### config.mk
export PLATFORM = sky130hd
export DESIGN_NAME = ascp_top
export DESIGN_NICKNAME = d
export VERILOG_FILES = /design/src/core/ascp_pkg.sv /design/src/core/ascp_top.sv /design/src/core/ascp_sync.sv /design/src/core/ascp_regs.sv
export SDC_FILE = /design/constraint.sdc
export NUM_CORES = 1
export LEC_CHECK = 0
export BUFFER_PORTS_ARGS = -buffer_cell sky130_fd_sc_hd__buf_2
export CORE_MARGIN = 2
export CORE_UTILIZATION = 55
export CTS_CLUSTER_DIAMETER = 200
export CTS_CLUSTER_SIZE = 16
export DETAILED_ROUTE_END_ITERATION = 7
export GPL_ROUTABILITY_DRIVEN = 1
export GPL_TIMING_DRIVEN = 0
export PLACE_DENSITY = 0.72
export SLEW_MARGIN = 25
export SYNTH_ARGS = -nofsm -noshare
export SYNTH_HDL_FRONTEND = slang
export SYNTH_HIERARCHICAL = 1
export SYNTH_SLANG_ARGS = --single-unit
### constraint.sdc
create_clock -name pclk -period 5.3 [get_ports pclk]
set_clock_uncertainty 0.15 [all_clocks]
set_input_delay 0.53 -clock pclk [delete_from_list [all_inputs] [get_ports pclk]]
set_output_delay 0.53 -clock pclk [all_outputs]
set_load 0.03 [all_outputs]
### src/core/ascp_pkg.sv
package ascp_pkg;
  // Serial frame layout
  localparam int          INSTR_BITS    = 16;
  localparam int          BYTE_BITS     = 8;
  localparam int          ADDR_W        = 13;
  localparam int          INSTR_RW_POS  = 15;
  localparam int          INSTR_WL_HI   = 14;
  localparam int          INSTR_WL_LO   = 13;
  localparam logic [1:0]  WL_STREAM     = 2'h3;
  localparam logic [3:0]  INSTR_LAST    = 4'hF;
  localparam logic [2:0]  BYTE_LAST     = 3'h7;
  // Fixed output pattern caught from the clock strap
  localparam int          PATTERN_W     = 14;
  localparam logic [13:0] FIXED_PATTERN = 14'h2000;
  // Cycles after reset release before the straps are caught
  localparam logic [1:0]  STRAP_WAIT    = 2'h3;
  // APB register byte offsets
  localparam logic [7:0]  OFS_CTRL      = 8'h00;
  localparam logic [7:0]  OFS_STATUS    = 8'h04;
  localparam logic [7:0]  OFS_INDEX     = 8'h08;
  localparam logic [7:0]  OFS_DATA      = 8'h0C;
  // Field positions and reset values
  localparam int          CTRL_LSB_POS  = 0;
  localparam int          ST_SWING_POS  = 0;
  localparam int          ST_PATT_POS   = 1;
  localparam int          ST_ACTIVE_POS = 2;
  localparam int          ST_STREAM_POS = 3;
  localparam int          ST_READ_POS   = 4;
  localparam logic        CTRL_LSB_RST  = 1'h0;
  localparam logic [12:0] INDEX_RST     = 13'h0000;

  typedef enum logic [1:0] {
    ASCP_IDLE  = 2'h0,
    ASCP_INSTR = 2'h1,
    ASCP_DATA  = 2'h2
  } ascp_state_e;
endpackage

### src/core/ascp_top.sv
// Function
// - select and data strap high pick reduced swing
// - select and clock strap high give fixed word
// - select high ignores clock and data pins
// - frame starts at select fall, then clock rise
// - 16-bit instruction then word-length data bytes
// - bits interpreted only while select low
// - select may stall between whole bytes, except in streaming where its rise ends the frame
// - word length 11 streams until select rises
// - select rise mid-byte resets serial state
// - select tied low runs two-wire from power-up
// - two-wire streaming cannot be left
// - instruction decides write or readback
// - readback turns data pin to output
// - bit order MSB first, LSB when configured
// - data sampled on serial clock rising edge
// - data pin turns around on falling edges, or at select fall after a stall
//
// The placing of the registers and the APB interface to the registers were decided locally.
`timescale 1ns/10ps
module ascp_top #(
  parameter int DEPTH = 32
) (
  input  wire logic        pclk,
  input  wire logic        presetn,
  input  wire logic        psel,
  input  wire logic        penable,
  input  wire logic        pwrite,
  input  wire logic [7:0]  paddr,
  input  wire logic [31:0] pwdata,
  output logic      [31:0] prdata,
  output logic             pready,
  output logic             pslverr,
  input  wire logic        serial_clock_or_pattern_strap_pin,
  input  wire logic        port_select_n,
  input  wire logic        data_io_or_driver_strap_pin_in,
  output logic             data_io_or_driver_strap_pin_out,
  output logic             data_io_or_driver_strap_pin_oe,
  output logic             reduced_swing_strap,
  output logic             fixed_pattern_strap,
  output logic      [13:0] pattern_word
);
  localparam int AW = ascp_pkg::ADDR_W;

  logic [2:0]  pins_sync;
  logic        sck_s;
  logic        sel_n_s;
  logic        din_s;
  logic        sck_prev_reg;
  logic        sck_rise;
  logic        sck_fall;

  ascp_sync #(
    .WIDTH (3)
  ) u_sync (
    .clk      (pclk),
    .rst_n    (presetn),
    .async_in ({serial_clock_or_pattern_strap_pin, port_select_n,
                data_io_or_driver_strap_pin_in}),
    .sync_out (pins_sync)
  );

  assign sck_s   = pins_sync[2];
  assign sel_n_s = pins_sync[1];
  assign din_s   = pins_sync[0];
  assign sck_rise = sck_s && !sck_prev_reg;
  assign sck_fall = !sck_s && sck_prev_reg;

  // Serial engine state
  ascp_pkg::ascp_state_e state_reg, state_next;
  logic [3:0]    bit_cnt_reg, bit_cnt_next;
  logic [15:0]   sr_reg, sr_next;
  logic [AW-1:0] addr_reg, addr_next;
  logic [1:0]    left_reg, left_next;
  logic          stream_reg, stream_next;
  logic          read_reg, read_next;
  logic          dout_reg, dout_next;
  logic          oe_reg, oe_next;
  logic          wr_reg, wr_next;
  logic [AW-1:0] waddr_reg, waddr_next;
  logic [7:0]    wdata_reg, wdata_next;
  logic [7:0]    spi_rdata;
  logic          lsb_first_reg;

  // Strap capture state
  logic [1:0]  strap_cnt_reg, strap_cnt_next;
  logic        swing_reg, swing_next;
  logic        patt_reg, patt_next;
  logic [13:0] pword_reg, pword_next;

  // APB state
  logic          lsb_next;
  logic [AW-1:0] index_reg, index_next;
  logic [31:0]   prdata_reg, prdata_next;
  logic          pready_reg, pready_next;
  logic          pslverr_reg, pslverr_next;
  logic          apb_wr_data;
  logic          mapped;
  logic [7:0]    apb_rdata;

  ascp_regs #(
    .DEPTH (DEPTH)
  ) u_regs (
    .clk       (pclk),
    .rst_n     (presetn),
    .spi_wr    (wr_reg),
    .spi_waddr (waddr_reg),
    .spi_wdata (wdata_reg),
    .spi_raddr (addr_reg),
    .spi_rdata (spi_rdata),
    .apb_wr    (apb_wr_data),
    .apb_addr  (index_reg),
    .apb_wdata (pwdata[7:0]),
    .apb_rdata (apb_rdata)
  );

  // Serial frame decoder; nothing shifts while select is high
  always_comb begin
    state_next  = state_reg;
    bit_cnt_next = bit_cnt_reg;
    sr_next     = sr_reg;
    addr_next   = addr_reg;
    left_next   = left_reg;
    stream_next = stream_reg;
    read_next   = read_reg;
    dout_next   = dout_reg;
    oe_next     = oe_reg;
    wr_next     = 1'b0;
    waddr_next  = waddr_reg;
    wdata_next  = wdata_reg;
    if (sel_n_s) begin
      oe_next = 1'b0;
      if (bit_cnt_reg[2:0] != 3'h0) begin
        state_next = ascp_pkg::ASCP_IDLE;
      end else if (state_reg == ascp_pkg::ASCP_DATA && stream_reg) begin
        state_next = ascp_pkg::ASCP_IDLE;
      end else if (state_reg == ascp_pkg::ASCP_INSTR && bit_cnt_reg == 4'h0) begin
        state_next = ascp_pkg::ASCP_IDLE;
      end
      // Otherwise a stall between whole bytes keeps the frame
      if (state_next == ascp_pkg::ASCP_IDLE) begin
        bit_cnt_next = 4'h0;
        stream_next  = 1'b0;
      end
    end else begin
      case (state_reg)
        ascp_pkg::ASCP_IDLE: begin
          // Select low after reset also covers the two-wire power-up
          state_next   = ascp_pkg::ASCP_INSTR;
          bit_cnt_next = 4'h0;
        end
        ascp_pkg::ASCP_INSTR: begin
          if (sck_fall) begin
            oe_next = 1'b0;
          end
          if (sck_rise) begin
            sr_next = lsb_first_reg ? {din_s, sr_reg[15:1]}
                                    : {sr_reg[14:0], din_s};
            bit_cnt_next = bit_cnt_reg + 4'h1;
            if (bit_cnt_reg == ascp_pkg::INSTR_LAST) begin
              state_next   = ascp_pkg::ASCP_DATA;
              bit_cnt_next = 4'h0;
              read_next    = sr_next[ascp_pkg::INSTR_RW_POS];
              left_next    = sr_next[ascp_pkg::INSTR_WL_HI:ascp_pkg::INSTR_WL_LO];
              stream_next  = left_next == ascp_pkg::WL_STREAM;
              addr_next    = sr_next[AW-1:0];
            end
          end
        end
        ascp_pkg::ASCP_DATA: begin
          if (sck_fall || (!sck_s && !oe_reg)) begin
            oe_next   = read_reg;
            dout_next = lsb_first_reg ? spi_rdata[bit_cnt_reg[2:0]]
                                      : spi_rdata[3'h7 - bit_cnt_reg[2:0]];
          end
          if (sck_rise) begin
            sr_next = lsb_first_reg ? {din_s, sr_reg[15:1]}
                                    : {sr_reg[14:0], din_s};
            bit_cnt_next = bit_cnt_reg + 4'h1;
            if (bit_cnt_reg[2:0] == ascp_pkg::BYTE_LAST) begin
              bit_cnt_next = 4'h0;
              if (!read_reg) begin
                wr_next    = 1'b1;
                waddr_next = addr_reg;
                wdata_next = lsb_first_reg ? sr_next[15:8] : sr_next[7:0];
              end
              // Decrement for MSB first, increment for LSB first
              addr_next = lsb_first_reg ? addr_reg + 13'h0001
                                        : addr_reg - 13'h0001;
              if (!stream_reg) begin
                if (left_reg == 2'h0) begin
                  state_next = ascp_pkg::ASCP_INSTR;
                end else begin
                  left_next = left_reg - 2'h1;
                end
              end
            end
          end
        end
        default: begin
          state_next = ascp_pkg::ASCP_IDLE;
        end
      endcase
    end
  end

  always_ff @(posedge pclk or negedge presetn) begin
    if (!presetn) begin
      sck_prev_reg <= 1'b0;
      state_reg    <= ascp_pkg::ASCP_IDLE;
      bit_cnt_reg  <= 4'h0;
      sr_reg       <= 16'h0000;
      addr_reg     <= 13'h0000;
      left_reg     <= 2'h0;
      stream_reg   <= 1'b0;
      read_reg     <= 1'b0;
      dout_reg     <= 1'b0;
      oe_reg       <= 1'b0;
      wr_reg       <= 1'b0;
      waddr_reg    <= 13'h0000;
      wdata_reg    <= 8'h00;
    end else begin
      sck_prev_reg <= sck_s;
      state_reg    <= state_next;
      bit_cnt_reg  <= bit_cnt_next;
      sr_reg       <= sr_next;
      addr_reg     <= addr_next;
      left_reg     <= left_next;
      stream_reg   <= stream_next;
      read_reg     <= read_next;
      dout_reg     <= dout_next;
      oe_reg       <= oe_next;
      wr_reg       <= wr_next;
      waddr_reg    <= waddr_next;
      wdata_reg    <= wdata_next;
    end
  end

  // Straps caught once, after the synchroniser has settled
  always_comb begin
    strap_cnt_next = strap_cnt_reg;
    swing_next     = swing_reg;
    patt_next      = patt_reg;
    pword_next     = pword_reg;
    if (strap_cnt_reg != ascp_pkg::STRAP_WAIT) begin
      strap_cnt_next = strap_cnt_reg + 2'h1;
      if (strap_cnt_reg == ascp_pkg::STRAP_WAIT - 2'h1) begin
        swing_next = sel_n_s && din_s;
        patt_next  = sel_n_s && sck_s;
        pword_next = (sel_n_s && sck_s) ? ascp_pkg::FIXED_PATTERN : 14'h0000;
      end
    end
  end

  always_ff @(posedge pclk or negedge presetn) begin
    if (!presetn) begin
      strap_cnt_reg <= 2'h0;
      swing_reg     <= 1'b0;
      patt_reg      <= 1'b0;
      pword_reg     <= 14'h0000;
    end else begin
      strap_cnt_reg <= strap_cnt_next;
      swing_reg     <= swing_next;
      patt_reg      <= patt_next;
      pword_reg     <= pword_next;
    end
  end

  // APB slave, one wait state; a serial write due next cycle delays it
  assign mapped = paddr == ascp_pkg::OFS_CTRL || paddr == ascp_pkg::OFS_STATUS ||
                  paddr == ascp_pkg::OFS_INDEX || paddr == ascp_pkg::OFS_DATA;
  assign apb_wr_data = psel && penable && pready_reg && pwrite &&
                       paddr == ascp_pkg::OFS_DATA;

  always_comb begin
    lsb_next     = lsb_first_reg;
    index_next   = index_reg;
    prdata_next  = prdata_reg;
    pready_next  = psel && penable && !pready_reg && !wr_next;
    pslverr_next = 1'b0;
    if (pready_next) begin
      pslverr_next = !mapped;
      prdata_next  = 32'h00000000;
      if (!pwrite) begin
        case (paddr)
          ascp_pkg::OFS_CTRL: begin
            prdata_next[ascp_pkg::CTRL_LSB_POS] = lsb_first_reg;
          end
          ascp_pkg::OFS_STATUS: begin
            prdata_next[ascp_pkg::ST_SWING_POS]  = swing_reg;
            prdata_next[ascp_pkg::ST_PATT_POS]   = patt_reg;
            prdata_next[ascp_pkg::ST_ACTIVE_POS] = state_reg == ascp_pkg::ASCP_DATA;
            prdata_next[ascp_pkg::ST_STREAM_POS] = stream_reg;
            prdata_next[ascp_pkg::ST_READ_POS]   = read_reg;
          end
          ascp_pkg::OFS_INDEX: begin
            prdata_next[AW-1:0] = index_reg;
          end
          ascp_pkg::OFS_DATA: begin
            prdata_next[7:0] = apb_rdata;
          end
          default: begin
            prdata_next = 32'h00000000;
          end
        endcase
      end
    end
    if (psel && penable && pready_reg && pwrite) begin
      if (paddr == ascp_pkg::OFS_CTRL) begin
        lsb_next = pwdata[ascp_pkg::CTRL_LSB_POS];
      end
      if (paddr == ascp_pkg::OFS_INDEX) begin
        index_next = pwdata[AW-1:0];
      end
    end
  end

  always_ff @(posedge pclk or negedge presetn) begin
    if (!presetn) begin
      lsb_first_reg <= ascp_pkg::CTRL_LSB_RST;
      index_reg     <= ascp_pkg::INDEX_RST;
      prdata_reg    <= 32'h00000000;
      pready_reg    <= 1'b0;
      pslverr_reg   <= 1'b0;
    end else begin
      lsb_first_reg <= lsb_next;
      index_reg     <= index_next;
      prdata_reg    <= prdata_next;
      pready_reg    <= pready_next;
      pslverr_reg   <= pslverr_next;
    end
  end

  assign prdata  = prdata_reg;
  assign pready  = pready_reg;
  assign pslverr = pslverr_reg;
  assign data_io_or_driver_strap_pin_out = dout_reg;
  assign data_io_or_driver_strap_pin_oe  = oe_reg;
  assign reduced_swing_strap = swing_reg;
  assign fixed_pattern_strap = patt_reg;
  assign pattern_word        = pword_reg;
endmodule // ascp_top

### src/core/ascp_sync.sv
`timescale 1ns/10ps
// Two-flop synchroniser for asynchronous pin levels
module ascp_sync #(
  parameter int WIDTH = 3
) (
  input  wire logic             clk,
  input  wire logic             rst_n,
  input  wire logic [WIDTH-1:0] async_in,
  output logic      [WIDTH-1:0] sync_out
);
  logic [WIDTH-1:0] meta_reg;
  logic [WIDTH-1:0] sync_reg;

  generate
    if (WIDTH < 1) begin : g_bad_width
      $error("ascp_sync: WIDTH must be at least 1");
    end
  endgenerate

  // First stage feeds only the second stage
  always_ff @(posedge clk or negedge rst_n) begin
    if (!rst_n) begin
      meta_reg <= '0;
      sync_reg <= '0;
    end else begin
      meta_reg <= async_in;
      sync_reg <= meta_reg;
    end
  end

  assign sync_out = sync_reg;
endmodule // ascp_sync

### src/core/ascp_regs.sv
`timescale 1ns/10ps
// Byte array reached by the serial port and by APB
module ascp_regs #(
  parameter int DEPTH = 32
) (
  input  wire logic        clk,
  input  wire logic        rst_n,
  input  wire logic        spi_wr,
  input  wire logic [12:0] spi_waddr,
  input  wire logic [7:0]  spi_wdata,
  input  wire logic [12:0] spi_raddr,
  output logic      [7:0]  spi_rdata,
  input  wire logic        apb_wr,
  input  wire logic [12:0] apb_addr,
  input  wire logic [7:0]  apb_wdata,
  output logic      [7:0]  apb_rdata
);
  logic [7:0] mem [DEPTH];

  generate
    if (DEPTH < 1 || DEPTH > 8192) begin : g_bad_depth
      $error("ascp_regs: DEPTH must be 1 to 8192");
    end
  endgenerate

  // Serial writes win; the APB side is stalled by the caller on collision
  always_ff @(posedge clk or negedge rst_n) begin
    if (!rst_n) begin
      for (int i = 0; i < DEPTH; i++) begin
        mem[i] <= 8'h00;
      end
    end else if (spi_wr && int'(spi_waddr) < DEPTH) begin
      mem[int'(spi_waddr)] <= spi_wdata;
    end else if (apb_wr && int'(apb_addr) < DEPTH) begin
      mem[int'(apb_addr)] <= apb_wdata;
    end
  end

  // Unbacked addresses read as zero
  always_comb begin
    spi_rdata = 8'h00;
    apb_rdata = 8'h00;
    if (int'(spi_raddr) < DEPTH) begin
      spi_rdata = mem[int'(spi_raddr)];
    end
    if (int'(apb_addr) < DEPTH) begin
      apb_rdata = mem[int'(apb_addr)];
    end
  end
endmodule // ascp_regs

==> results by group <==
Floorplanning
  – Initial Utilization: 55.4%
  – I/O pin count: 100
  – Die area: 0.0437 sq mm
  – Core Area: 0.0417 sq mm
  – Die Height: 209 um
  – Die W: 209 um
  – Rows: 75

Pwr
  – Overall power: 7.45 mW
  – Pwr/cell area: 295 mW/mm^2
  – Lkg Pwr: 9.77 nW
  – Worst vdd ir: 286 uV

Synthesis
  – Post-synth top flop: dfrtp_1
  – Synth Area in XOR/XNOR: 0.450%
  – Post-Synth Adder-Cell Area: 1.17%
  – Post-synthesis mux area share: 19.3%
  – Synthesized area: 0.0231 sq mm
  – Number of flops mapped to enable cells by yosys: 0
  – Post-synthesis compound-gate area fraction: 19.4%
  – Synth top area cells: dfrtp_1, mux4_2, a21oi_1, mux2_2, nor2_1
  – Simple-gate share of the synthesized area: 16.2%
  – FF+latch count, synth: 359
  – Dominant cell type by area after synthesis: dfrtp_1
  – Share of the synthesized area in the top cell type: 38.9%
  – Sequential element share of the synthesized area: 38.9%
  – Synthesis Warnings: 6
  – Synth cell types: 94
  – Async S/R FF share, synth: 100%
  – Largest family of logic cells by synthesized area: compound AO/OA/AOI/OAI gates
  – Mean Syn Cell Area: 9.97 sq um
  – Cells after Synth: 2316

Worst setup path
  – Slowest CP cell: buf_1
  – Critical path data required time: 5.65 ns
  – Data arrival time of the critical path: 5.51 ns
  – R2R cell count: 10
  – CP Capture Type: flip-flop
  – Crit path max fanout: 10
  – Crit-path cells: buf_2 > buf_2 > buf_1 > mux4_2 > mux2_2 > a21oi_2 > nor3_1 > mux4_2 > mux4_2 > mux2_2
  – Worst path bufs/invs: 3
  – CP delay by family, top: multiplexers
  – Crit Path Class: flip-flop to flip-flop
  – WP depth: 10
  – Critical Path Max Stage Delay: 0.72 ns
  – Most frequent CP cell: mux4_2
  – Startpoint class of the critical path: flip-flop

STA
  – Final setup fails: 0
  – F_max: 194 MHz
  – Worst-Margin Slew: 1.38 ns
  – Final Hold Fails: 0
  – Setup TNS: 0 ns
  – Final Max Slew Viols: 0
  – Post-layout min period: 5.17 ns
  – Worst relative slew slack: 7.97%
  – Fin crit share: 97.5%
  – RSZ-0062 raised after global routing: false

Route
  – Via density: 7.89
  – Iter 0 DRT Violations: 4079
  – Routed Antenna Nets: 0
  – Drt total wl: 117000 um
  – Drt wl/cell: 39.1 um
  – First-pass iteration count of the detailed router: 8
  – Residual DRC: 12
  – Vias post-DR: 23.6k

GRT
  – Vias in the first global route: 22.1k
  – Largest net degree at the start of global routing: 87
  – Global Route Usage Sum: 53.6%
  – Initial antenna violation count: 17
  – First-pass GRT wire length: 163000 um
  – Grt ovf: 0

Final layout
  – Largest register FFs: 256
  – Multi-input logic area: 0.0133 sq mm
  – Final Util: 60.5%
  – Area growth from synthesis to layout: 9.18%
  – Fraction of layout cells with a size suffix above 1: 21.7%
  – Final nets: 2505
  – Fin cells: 2989
  – Most frequent cells in the layout: dfrtp_1, a21oi_1, nor2_1
  – Most common cell after layout, fill and taps aside: dfrtp_1
  – Final instance area: 0.0252 sq mm
  – FF+latch area: 0.00898 sq mm
  – Fillers: 3563

Clocking
  – CTS tree: done
  – Inserted Clock Buffers: 26
  – Clk buf depth: 3
  – H-tree levels: 1
  – # clock sinks: 359
  – Skew-Pair Late Insertion Delay: 0.63 ns
  – Clk root buf: clkbuf_16
  – Worst-path clk slew: 0.07 ns

Placed design
  – Area post-placement: 0.0244 sq mm
  – Port Buffers: 46
  – Post-detail-place hpwl: 85100 um
  – Final GP Congestion: 1.31
  – Number of cells after detailed placement: 2943

Flow run
  – Max Cap Viol: 0

Status
  – Violated checks: design-rule violations
  – Status: finished with violations

Worst hold path
  – Hold path cells: 2
  – Worst hold path class: primary input to flip-flop
[path summary, 6_finish.rpt]
check / from / end / slack [ns]
max: addr_reg[1] / data_io_or_driver_strap_pin_out / 0.13
min: pwdata[11] / index_reg[11] / 0.02
max reg2reg: addr_reg[1] / data_io_or_driver_strap_pin_out / 0.13
min reg2reg: u_sync/meta_reg[2] / u_sync/sync_out[2] / 0.21
max in group asynchronous: presetn / waddr_reg[0] / 3.17
min in group asynchronous: presetn / u_regs/mem[25] / 0.29
[cell type report]
class	count	share of cell area, %
diodes	14	0.139
multi-input cells	1770	52.7
inverters	19	0.283
plain buffers	199	3.98
repair buffers	61	1.93
clock inverters	2	0.109
flip-flops and latches	359	35.6
clock buffers	26	2.58
well taps	539	2.67
[where the power goes]
group / switching (mW) / internal, mW
clock: 1.05 / 0.875
combinational: 1.59 / 0.884
sequential: 0.181 / 2.87
total: 2.82 / 4.63
[what timing repair did]
action,CTS,global route
hold buffers,4,0
endpoints found under the setup margin,0,1
hold endpoints to repair,65,0
buffers inserted,0,0
gates resized for setup,0,6
[synth_stat cells, drive strengths merged (10+ instances only)]
cell type  instances
dfrtp            359
a21oi            277
nor2             249
o21ai            138
mux4             133
nand2            126
nand3            111
buf              102
mux2              99
clkbuf            97
nor3              82
o22ai             61
a22oi             45
mux2i             34
a31oi             32
nor2b             29
nand4             24
ha                20
inv               19
a211oi            18
and3              18
o32ai             18
and2              17
nor4              17
a22o              15
o2bb2ai           14
nand2b            13
a221oi            10
o31ai             10
[layer usage]
layer | up-vias | wire (um) | track usage, %
met5 | - | 421 | 8.68
met4 | 22 | 11600 | 38.7
met3 | 752 | 20700 | 29.3
met2 | 2369 | 44700 | 70.5
met1 | 11400 | 39500 | 65.1
li1 | 9000 | - | -
[logic make-up after synthesis]
| kind of cell | count (synthesis) |
|---|---|
| AO/OA/AOI/OAI | 697 |
| flip-flops | 359 |
| AND/OR/NAND/NOR | 743 |
| buffers and inverters | 218 |
| multiplexers | 266 |
| other | 1 |
| adder cells (fa/ha/maj) | 21 |
| XOR/XNOR | 11 |
[stage by stage]
stage / hold slack, ns / setup WS [ns]
floorplan: 0.0844 / 1.77
global placement: 0.184 / -3.50
detailed placement: 0.186 / 0.270
CTS: 0.0297 / 0.268
global route: 0.0261 / 0.146
finish: 0.0226 / 0.135
No activity file was read; power rests on OpenSTA's default activity.
